--- src/core/bbm_pkg.sv ---
// Shared constants and types for the byte and bit move decode block
package bbm_pkg;

  // Clocks per machine cycle, and the range the sequencer can serve
  localparam int MC_CLKS_DEF = 12;
  localparam int MC_CLKS_MIN = 8;
  localparam int MC_CLKS_MAX = 1024;

  // Direct address of the main operand register
  localparam logic [7:0] ACC_ADDR = 8'he0;
  // Upper address bits of the bank registers in direct space
  localparam logic [2:0] REG_HI = 3'h0;
  localparam logic [7:0] ACC_RST = 8'h00;
  localparam logic CY_RST = 1'b0;
  localparam logic [7:0] BIT0_MASK = 8'h01;

  localparam logic [1:0] NB1 = 2'h1;
  localparam logic [1:0] NB2 = 2'h2;
  localparam logic [1:0] NB3 = 2'h3;
  localparam logic [1:0] NC1 = 2'h1;
  localparam logic [1:0] NC2 = 2'h2;

  // Opcodes of the copy_instruction family, select bits shown as zero
  localparam logic [7:0] OPC_A_RN = 8'he8;
  localparam logic [7:0] OPC_A_DIR = 8'he5;
  localparam logic [7:0] OPC_A_IND = 8'he6;
  localparam logic [7:0] OPC_A_IMM = 8'h74;
  localparam logic [7:0] OPC_RN_A = 8'hf8;
  localparam logic [7:0] OPC_RN_DIR = 8'ha8;
  localparam logic [7:0] OPC_RN_IMM = 8'h78;
  localparam logic [7:0] OPC_DIR_A = 8'hf5;
  localparam logic [7:0] OPC_DIR_RN = 8'h88;
  localparam logic [7:0] OPC_DIR_DIR = 8'h85;
  localparam logic [7:0] OPC_DIR_IND = 8'h86;
  localparam logic [7:0] OPC_DIR_IMM = 8'h75;
  localparam logic [7:0] OPC_IND_A = 8'hf6;
  localparam logic [7:0] OPC_IND_DIR = 8'ha6;
  localparam logic [7:0] OPC_IND_IMM = 8'h76;
  localparam logic [7:0] OPC_C_BIT = 8'ha2;
  localparam logic [7:0] OPC_BIT_C = 8'h92;

  typedef enum logic [2:0] {
    OPD_NONE = 3'h0,
    OPD_ACC = 3'h1,
    OPD_REG = 3'h2,
    OPD_DIR = 3'h3,
    OPD_IND = 3'h4,
    OPD_IMM = 3'h5,
    OPD_BIT = 3'h6,
    OPD_CY = 3'h7
  } bbm_opd_e;

  typedef enum logic [1:0] {
    SP_DIR = 2'h0,
    SP_IND = 2'h1,
    SP_BIT = 2'h2
  } bbm_space_e;

  typedef enum logic [6:0] {
    ST_FETCH = 7'h01,
    ST_PTR = 7'h02,
    ST_PTRW = 7'h04,
    ST_RD = 7'h08,
    ST_RDW = 7'h10,
    ST_WR = 7'h20,
    ST_WAIT = 7'h40
  } bbm_state_e;

  typedef struct packed {
    logic legal;
    bbm_opd_e src;
    bbm_opd_e dst;
    logic [1:0] nbytes;
    logic [1:0] ncyc;
  } bbm_dec_s;

  typedef struct packed {
    logic rd;
    logic wr;
    bbm_space_e space;
    logic [7:0] addr;
    logic [7:0] wdata;
  } bbm_mem_s;

endpackage

--- src/core/bbm_decode.sv ---
// Opcode decoder for the byte and bit copy instructions
`timescale 1ns/1ns
module bbm_decode (
  input wire logic [7:0] op_i,
  output bbm_pkg::bbm_dec_s dec_o
);
  import bbm_pkg::*;

  logic [7:0] key;

  // Fold register and pointer select bits so one code names each form
  always_comb begin
    key = op_i;
    if (op_i[3]) begin
      key = {op_i[7:3], 3'h0};
    end else if (op_i[3:1] == 3'h3) begin
      key = {op_i[7:1], 1'b0};
    end
  end

  // Fifteen byte pairings plus the two bit forms
  always_comb begin
    dec_o = '0;
    case (key)
      OPC_A_RN: dec_o = '{1'b1, OPD_REG, OPD_ACC, NB1, NC1};
      OPC_A_DIR: dec_o = '{1'b1, OPD_DIR, OPD_ACC, NB2, NC1};
      OPC_A_IND: dec_o = '{1'b1, OPD_IND, OPD_ACC, NB1, NC1};
      OPC_A_IMM: dec_o = '{1'b1, OPD_IMM, OPD_ACC, NB2, NC1};
      OPC_RN_A: dec_o = '{1'b1, OPD_ACC, OPD_REG, NB1, NC1};
      OPC_RN_DIR: dec_o = '{1'b1, OPD_DIR, OPD_REG, NB2, NC2};
      OPC_RN_IMM: dec_o = '{1'b1, OPD_IMM, OPD_REG, NB2, NC1};
      OPC_DIR_A: dec_o = '{1'b1, OPD_ACC, OPD_DIR, NB2, NC1};
      OPC_DIR_RN: dec_o = '{1'b1, OPD_REG, OPD_DIR, NB2, NC2};
      OPC_DIR_DIR: dec_o = '{1'b1, OPD_DIR, OPD_DIR, NB3, NC2};
      OPC_DIR_IND: dec_o = '{1'b1, OPD_IND, OPD_DIR, NB2, NC2};
      OPC_DIR_IMM: dec_o = '{1'b1, OPD_IMM, OPD_DIR, NB3, NC2};
      OPC_IND_A: dec_o = '{1'b1, OPD_ACC, OPD_IND, NB1, NC1};
      OPC_IND_DIR: dec_o = '{1'b1, OPD_DIR, OPD_IND, NB2, NC2};
      OPC_IND_IMM: dec_o = '{1'b1, OPD_IMM, OPD_IND, NB2, NC1};
      OPC_C_BIT: dec_o = '{1'b1, OPD_BIT, OPD_CY, NB2, NC1};
      OPC_BIT_C: dec_o = '{1'b1, OPD_CY, OPD_BIT, NB2, NC2};
      default: dec_o = '0;
    endcase
  end

endmodule

--- src/core/bbm_mc_tick.sv ---
// Machine-cycle divider: one-cycle tick every CLKS clocks, restartable
`timescale 1ns/1ns
module bbm_mc_tick #(
  parameter int CLKS = bbm_pkg::MC_CLKS_DEF
) (
  input wire logic clk_i,
  input wire logic rst_i,
  input wire logic clr_i,
  output logic tick_o
);
  localparam int W = $clog2(CLKS);
  localparam logic [W-1:0] LAST = W'(CLKS - 1);

  logic [W-1:0] cnt_q;

  if (CLKS < bbm_pkg::MC_CLKS_MIN || CLKS > bbm_pkg::MC_CLKS_MAX) begin : g_chk
    $error("bbm_mc_tick: CLKS out of range");
  end

  // Restart aligns machine cycles to the opcode fetch
  always_ff @(posedge clk_i or posedge rst_i) begin
    if (rst_i) begin
      cnt_q <= '0;
    end else if (clr_i || cnt_q == LAST) begin
      cnt_q <= '0;
    end else begin
      cnt_q <= cnt_q + 1'b1;
    end
  end

  assign tick_o = (cnt_q == LAST);

endmodule

--- src/core/bbm_core.sv ---
// Byte and bit copy instruction fetch, decode and execute sequencer
// Contract
// - Byte copy writes destination only, no flags
// - Fifteen byte source/destination pairings supported
// - Operand register onto itself is flagged invalid; only 1110 0101 with ACC_ADDR as source is flagged
// - Indirect load: 1110 nibble, one byte, one cycle
// - Immediate load 0111 0100, two bytes, one cycle
// - Store to bank register 1111 1rrr, one cycle
// - Bank register from direct: 1010 1rrr, two cycles
// - Bank register immediate: 0111 1rrr, two bytes
// - Store to direct 1111 0101, one cycle
// - Bank register to direct 1000 1rrr, two cycles
// - Direct to direct: source then destination, three bytes
// - Bit copy uses carry, changes nothing else
// - Carry from bit 1010 0010, one cycle
// - Bit from carry 1001 0010, two cycles
`timescale 1ns/1ns
module bbm_core #(
  parameter int MC_CLKS = bbm_pkg::MC_CLKS_DEF
) (
  input wire logic SYS_CLK_I,
  input wire logic RST_I,
  input wire logic CODE_VALID_I,
  input wire logic [7:0] CODE_BYTE_I,
  input wire logic [1:0] BANK_I,
  input wire logic [7:0] MEM_RDATA_I,
  output logic CODE_READY_O,
  output bbm_pkg::bbm_mem_s MEM_REQ_O,
  output logic [7:0] ACC_O,
  output logic CY_O,
  output logic DONE_O,
  output logic INVALID_O
);
  import bbm_pkg::*;

  bbm_state_e state_q;
  bbm_dec_s dec_in, dec_q, dec_f;
  bbm_mem_s req_q;
  bbm_space_e src_sp, dst_sp;
  logic [7:0] op_q, b1_q, b2_q, ptr_q, val_q, acc_q, acc_start_q;
  logic [7:0] reg_addr, ptr_addr, imm, dst_byte, src_addr, loc_val;
  logic [7:0] dst_addr;
  logic [1:0] cnt_q, mc_cnt_q;
  logic [15:0] clk_q;
  logic ready_q, cy_q, done_q, inv_q, cy_start_q;
  logic mc_tick, take, first, last, retire, bad, need_ptr;
  logic src_rd, dst_mem, dst_acc, dst_cy;

  if (MC_CLKS < MC_CLKS_MIN || MC_CLKS > MC_CLKS_MAX) begin : g_chk
    $error("bbm_core: MC_CLKS out of range");
  end

  // The fetch side needs the byte count before the opcode is registered
  bbm_decode u_dec_in (.op_i(CODE_BYTE_I), .dec_o(dec_in));
  bbm_decode u_dec_q (.op_i(op_q), .dec_o(dec_q));
  bbm_mc_tick #(.CLKS(MC_CLKS)) u_tick (
    .clk_i(SYS_CLK_I),
    .rst_i(RST_I),
    .clr_i(first),
    .tick_o(mc_tick)
  );

  assign dec_f = (cnt_q == 2'h0) ? dec_in : dec_q;
  assign take = CODE_VALID_I && ready_q && (state_q == ST_FETCH);
  assign first = take && (cnt_q == 2'h0);
  assign last = !dec_f.legal || (cnt_q + 2'h1 >= dec_f.nbytes);
  assign need_ptr = (dec_f.src == OPD_IND) || (dec_f.dst == OPD_IND);
  assign retire = (state_q == ST_WAIT) && mc_tick &&
                  ({1'b0, mc_cnt_q} + 3'h1 >= {1'b0, dec_q.ncyc});
  assign bad = (op_q == OPC_A_DIR) && (b1_q == ACC_ADDR);

  // Operand routing from the registered instruction bytes
  always_comb begin
    reg_addr = {REG_HI, BANK_I, op_q[2:0]};
    ptr_addr = {REG_HI, BANK_I, 2'h0, op_q[0]};
    imm = (dec_q.nbytes == NB3) ? b2_q : b1_q;
    dst_byte = (op_q == OPC_DIR_DIR) ? b2_q : b1_q;
    src_rd = 1'b0;
    src_sp = SP_DIR;
    src_addr = b1_q;
    loc_val = acc_q;
    case (dec_q.src)
      OPD_REG: begin
        src_rd = 1'b1;
        src_addr = reg_addr;
      end
      OPD_DIR: src_rd = (b1_q != ACC_ADDR);
      OPD_IND: begin
        src_rd = 1'b1;
        src_sp = SP_IND;
        src_addr = ptr_q;
      end
      OPD_BIT: begin
        src_rd = 1'b1;
        src_sp = SP_BIT;
      end
      OPD_IMM: loc_val = imm;
      OPD_CY: loc_val = {7'h0, cy_q};
      default: loc_val = acc_q;
    endcase
    dst_mem = 1'b0;
    dst_acc = 1'b0;
    dst_cy = 1'b0;
    dst_sp = SP_DIR;
    dst_addr = dst_byte;
    case (dec_q.dst)
      OPD_ACC: dst_acc = 1'b1;
      OPD_REG: begin
        dst_mem = 1'b1;
        dst_addr = reg_addr;
      end
      OPD_DIR: begin
        dst_acc = (dst_byte == ACC_ADDR);
        dst_mem = (dst_byte != ACC_ADDR);
      end
      OPD_IND: begin
        dst_mem = 1'b1;
        dst_sp = SP_IND;
        dst_addr = ptr_q;
      end
      OPD_BIT: begin
        dst_mem = 1'b1;
        dst_sp = SP_BIT;
      end
      OPD_CY: dst_cy = 1'b1;
      default: dst_mem = 1'b0;
    endcase
  end

  // Instruction byte collection; an unknown opcode costs one byte only
  always_ff @(posedge SYS_CLK_I or posedge RST_I) begin
    if (RST_I) begin
      op_q <= 8'h00;
      b1_q <= 8'h00;
      b2_q <= 8'h00;
      cnt_q <= 2'h0;
      ready_q <= 1'b1;
    end else if (take) begin
      case (cnt_q)
        2'h0: op_q <= CODE_BYTE_I;
        2'h1: b1_q <= CODE_BYTE_I;
        default: b2_q <= CODE_BYTE_I;
      endcase
      cnt_q <= last ? 2'h0 : cnt_q + 2'h1;
      ready_q <= !last || !dec_f.legal;
    end else if (retire) begin
      ready_q <= 1'b1;
    end
  end

  always_ff @(posedge SYS_CLK_I or posedge RST_I) begin
    if (RST_I) begin
      state_q <= ST_FETCH;
    end else begin
      case (state_q)
        ST_FETCH: begin
          if (take && last && dec_f.legal) begin
            state_q <= need_ptr ? ST_PTR : ST_RD;
          end
        end
        ST_PTR: state_q <= ST_PTRW;
        ST_PTRW: state_q <= ST_RD;
        ST_RD: state_q <= ST_RDW;
        ST_RDW: state_q <= ST_WR;
        ST_WR: state_q <= ST_WAIT;
        ST_WAIT: state_q <= retire ? ST_FETCH : ST_WAIT;
        default: state_q <= ST_FETCH;
      endcase
    end
  end

  // Read data is expected in the same cycle the request stands
  always_ff @(posedge SYS_CLK_I or posedge RST_I) begin
    if (RST_I) begin
      ptr_q <= 8'h00;
      val_q <= 8'h00;
    end else if (state_q == ST_PTRW) begin
      ptr_q <= MEM_RDATA_I;
    end else if (state_q == ST_RDW) begin
      if (!src_rd) begin
        val_q <= loc_val;
      end else if (src_sp == SP_BIT) begin
        val_q <= MEM_RDATA_I & BIT0_MASK;
      end else begin
        val_q <= MEM_RDATA_I;
      end
    end
  end

  // Requests are single-cycle pulses; the source is only ever read
  always_ff @(posedge SYS_CLK_I or posedge RST_I) begin
    if (RST_I) begin
      req_q <= '0;
    end else begin
      req_q <= '0;
      if (state_q == ST_PTR) begin
        req_q.rd <= 1'b1;
        req_q.addr <= ptr_addr;
      end else if (state_q == ST_RD && src_rd) begin
        req_q.rd <= 1'b1;
        req_q.space <= src_sp;
        req_q.addr <= src_addr;
      end else if (state_q == ST_WR && dst_mem && !bad) begin
        req_q.wr <= 1'b1;
        req_q.space <= dst_sp;
        req_q.addr <= dst_addr;
        req_q.wdata <= val_q;
      end
    end
  end

  // Carry moves only for the carry-destination form
  always_ff @(posedge SYS_CLK_I or posedge RST_I) begin
    if (RST_I) begin
      acc_q <= ACC_RST;
      cy_q <= CY_RST;
    end else if (state_q == ST_WR && !bad) begin
      if (dst_acc) begin
        acc_q <= val_q;
      end
      if (dst_cy) begin
        cy_q <= val_q[0];
      end
    end
  end

  // Completion lands on the ncyc-th machine-cycle tick at the earliest
  always_ff @(posedge SYS_CLK_I or posedge RST_I) begin
    if (RST_I) begin
      mc_cnt_q <= 2'h0;
    end else if (first) begin
      mc_cnt_q <= 2'h0;
    end else if (mc_tick && mc_cnt_q != NB3) begin
      mc_cnt_q <= mc_cnt_q + 2'h1;
    end
  end

  always_ff @(posedge SYS_CLK_I or posedge RST_I) begin
    if (RST_I) begin
      done_q <= 1'b0;
      inv_q <= 1'b0;
    end else begin
      done_q <= retire;
      inv_q <= (take && !dec_f.legal) || (retire && bad);
    end
  end

  assign CODE_READY_O = ready_q;
  assign MEM_REQ_O = req_q;
  assign ACC_O = acc_q;
  assign CY_O = cy_q;
  assign DONE_O = done_q;
  assign INVALID_O = inv_q;

  // Checking helpers: clocks since opcode, state at opcode
  always_ff @(posedge SYS_CLK_I or posedge RST_I) begin
    if (RST_I) begin
      clk_q <= 16'h0000;
      cy_start_q <= 1'b0;
      acc_start_q <= 8'h00;
    end else if (first) begin
      clk_q <= 16'h0000;
      cy_start_q <= cy_q;
      acc_start_q <= acc_q;
    end else if (clk_q != 16'hffff) begin
      clk_q <= clk_q + 16'h0001;
    end
  end
endmodule

--- config.mk ---
export PLATFORM = sky130hd
export DESIGN_NAME = bbm_core
export DESIGN_NICKNAME = d
export VERILOG_FILES = /design/src/core/bbm_pkg.sv /design/src/core/bbm_decode.sv /design/src/core/bbm_mc_tick.sv /design/src/core/bbm_core.sv
export SDC_FILE = /design/constraint.sdc
export NUM_CORES = 1
export LEC_CHECK = 0
export CAP_MARGIN = 5
export CORE_MARGIN = 2
export CORE_UTILIZATION = 28
export CTS_CLUSTER_SIZE = 24
export DETAILED_ROUTE_END_ITERATION = 8
export DONT_BUFFER_PORTS = 1
export PLACE_DENSITY = 0.37
export SLEW_MARGIN = 30
export SYNTH_ARGS = -nofsm -noshare
export SYNTH_HDL_FRONTEND = slang
export SYNTH_SLANG_ARGS = --single-unit
--- constraint.sdc ---
create_clock -name SYS_CLK_I -period 6.5 [get_ports SYS_CLK_I]
set_input_delay 0.325 -clock SYS_CLK_I [delete_from_list [all_inputs] [get_ports SYS_CLK_I]]
set_output_delay 0.325 -clock SYS_CLK_I [all_outputs]
set_load 0.01 [all_outputs]
==> impl_metrics.yaml <==
grt:
  grt_pass1_vias: 3972
  grt.total_usage_pct: 17.3
  grt_remaining_overflow: 0
  grt_pass1_wl_mm: 25.6
  grt_max_degree: 60
  antenna_found_initial: 0
synth:
  synth_nets: 543
  syn_avg_cell_area_um2: 9.97
  synthTopCellsByArea: "dfrtp_1 42%, mux2_2 7.0%, nand2_1 3.7%, a21oi_1 3.3%, nor2_1 2.4%"
  synth_area_um2: 5120
  synth_seq_cells: 87
  synth_top_cell_area_share_pct: 41.5
  synth-edff-count: 0
  synth_top_family_by_area: "simple AND/OR/NAND/NOR gates"
  synth_xor_xnor_area_share_pct: 1.20
  netlist_instances: 514
  synth_largest_area_cell: "dfrtp_1"
  synth-simple-area-share_pct: 22.2
  synth-main-ff-cell: "dfrtp_1"
  synth_compound_area_share_pct: 17.7
  yosysSeqAreaShare_pct: 42.5
  synth_warnings: 0
  async_reset_ff_share_pct: 100
  ys_types: 77
  synthAdderAreaFrac_pct: 2.10
  synthMuxAreaShare_pct: 10.4
clocking:
  post_cts_resized: 0
  clkSinkCount: 87
  hold_buffers: 1
  post-cts-setup-buffer-count: 0
  clockRootBuffer: "clkbuf_16"
  cts_tree: "done"
  clk_pin_slew_worst_paths_ns: 0.07
  htreeDepth: 3
  worstSkewPairLatency_ns: 0.35
  cts_buffers: 9
  cts_buffer_depth: 2
min_path:
  hold_depth: 1
  min-delay-start: "CODE_BYTE_I[6]"
  hold_end: "op_q[6]$_DFFE_PP0P_"
  hp-class: "in2reg"
sta:
  finClkSkew_ns: 0.00986
  fin_crit_sh_pct: 55.2
  worst_slew_pin_slew_ns: 0.961
  hold_viol_final: 0
  layout_setup_ws_ns: 2.91
  timing.setup.tns_ns: 0
  finalSetupViolCount: 0
  fmax_mhz: 279
  rsz0062_at_grt: "no"
  maxSlewViolCount: 0
  period_needed_ns: 3.59
  relSlewSlack_pct: 35.8
  hold_ws_ns: 0.0969
die:
  rows: 49
  coreArea_um2: 18000
  die_y_um: 139
  start_util_pct: 28.5
  io_pins: 53
  die_w_um: 139
  dieArea_um2: 19400
worst_setup_path:
  worstSetupEndpointType: "register"
  r2r_cells: 8
  cp-start-kind: "register"
  r2r-end: "cnt_q[0]$_DFFE_PP0P_"
  rrSetupSlack_ns: 2.91
  crit_slowest_cell: "nor4b_2"
  path_max_fanout: 19
  rr_startpoint: "op_q[4]$_DFFE_PP0P_"
  slowest_delay_ns: 0.81
  worstPathArrival_ns: 3.88
  path_buf_inv: 0
  critical_path.top_delay_family: "simple AND/OR/NAND/NOR gates"
  required_ns: 6.79
  path_cells: "nor4b_2 > nand2_1 > a31oi_1 > ha_1 > nand2b_1 > a21o_1 > nor3_1 > mux2_2"
  critPathKind: "reg2reg"
placement:
  place.gp.congestion: 0.861
  dp_slack_ns: 2.98
  port_buffers: 0
  dpl.hpwl_mm: 11.9
routing:
  wl_met3_mm: 1.07
  vias: 4111
  drt_iter0_markers: 333
  wl_met1_mm: 8.04
  drt-total-wl_mm: 16.3
  viasPerCell: 5.61
  ant_nets: 0
  drc: 0
  route.met2.wl_mm: 6.90
  firstDrtPassIters: 5
  wl_per_cell_um: 22.2
  top_layer: "met4"
finish:
  antenna_cells: 0
  drive_gt1_share_pct: 13.7
  nFillCells: 1828
  fin_nets: 528
  final_common_cell: "dfrtp_1"
  area_growth_pct: 9.50
  layout_common_cells: "85 x dfrtp_1, 51 x nand2_1, 34 x a21oi_1, 33 x nor2_1, 32 x mux2_2"
flow_run:
  cap_violations: 0
power:
  p_per_area_nw_per_um2: 413
  seqPwrFrac_pct: 40.5
  power.share.switching_pct: 41.4
  pwr-share-clk_pct: 23.9
  p_switching_uw: 959
  p_leak_uw: 0.00232
  combPwrFrac_pct: 35.6
  ir_worst_vdd_mv: 0.154
  p_int_uw: 1360
  total_power_uw: 2320
status:
  status: "completed"
## cell usage after synthesis, drive strengths merged, types with 9 or more instances
cell and instances:
a21oi 34, and2 13, nand2 51, mux2 42, inv 12, nor2 33
dfrtp 85, clkbuf 17, nor3 9, buf 13, nand2b 10, nand3 22
o21ai 16
## kinds of logic (layout without fill, tap and decap cells)
family,after synthesis,in the layout
AO/OA/AOI/OAI,123,123
multiplexers,48,48
XOR/XNOR,7,7
AND/OR/NAND/NOR,199,199
flip-flops,87,87
buffers and inverters,42,32
adder cells (fa/ha/maj),8,8
## power groups by stage
stage	Clock, uW	Sequential [uW]	Combinational (uW)
after floorplan	0	779	751
after global placement	0	943	820
after detailed placement	0	941	820
after CTS	574	931	823
after global routing	593	968	921
final	553	939	825
## through the flow
stage / utilization (%) / cell area [um2] / cells
finish: 31.2 / 5610 / 733
global placement: 29.4 / 5290 / 716
detailed placement: 29.4 / 5290 / 716
CTS: 31.2 / 5610 / 733
floorplan: - / 5120 / 514
global route: 31.2 / 5610 / 733
## worst max path at each step
| stage | end | from | slack [ns] | cells after the start |
|---|---|---|---|---|
| after floorplan | INVALID_O$_DFF_PP0_ | op_q[1]$_DFFE_PP0P_ | 3.72 | 12 |
| after global placement | cnt_q[0]$_DFFE_PP0P_ | op_q[4]$_DFFE_PP0P_ | 2.98 | 8 |
| after detailed placement | cnt_q[0]$_DFFE_PP0P_ | op_q[4]$_DFFE_PP0P_ | 2.98 | 8 |
| after CTS | cnt_q[0]$_DFFE_PP0P_ | op_q[4]$_DFFE_PP0P_ | 2.95 | 8 |
| after global routing | val_q[0]$_DFFE_PP0P_ | op_q[7]$_DFFE_PP0P_ | 2.60 | 7 |
| final | cnt_q[0]$_DFFE_PP0P_ | op_q[4]$_DFFE_PP0P_ | 2.91 | 8 |
## cell type report
| type | count | area [um2] | share of cell area, % |
|---|---|---|---|
| Sequential cell | 87 | 2180 | 38.8 |
| Tap cell | 229 | 287 | 5.11 |
| Timing Repair Buffer | 4 | 32.5 | 0.580 |
| Inverter | 12 | 47.5 | 0.847 |
| Clock inverter | 7 | 90.1 | 1.61 |
| Clock buffer | 9 | 225 | 4.01 |
| Multi-Input combinational cell | 385 | 2750 | 49.0 |
## per-layer routing
layer  global-route usage (%)  up-vias
met5                        0        -
met4                     5.32        0
met3                     3.92       14
met2                     24.0      138
met1                     26.5     2070
li1                         -     1889
## flip-flops by register name, indices dropped and copies added (netlist names)
name,flops
ACC_O,8
CODE_READY_O,1
CY_O,1
DONE_O,1
INVALID_O,1
MEM_REQ_O,20
b1_q,8
b2_q,8
cnt_q,2
mc_cnt_q,2
op_q,8
ptr_q,8
state_q,7
u_tick.cnt_q,4
val_q,8
Note: power is estimated with default switching activity, not from simulation.
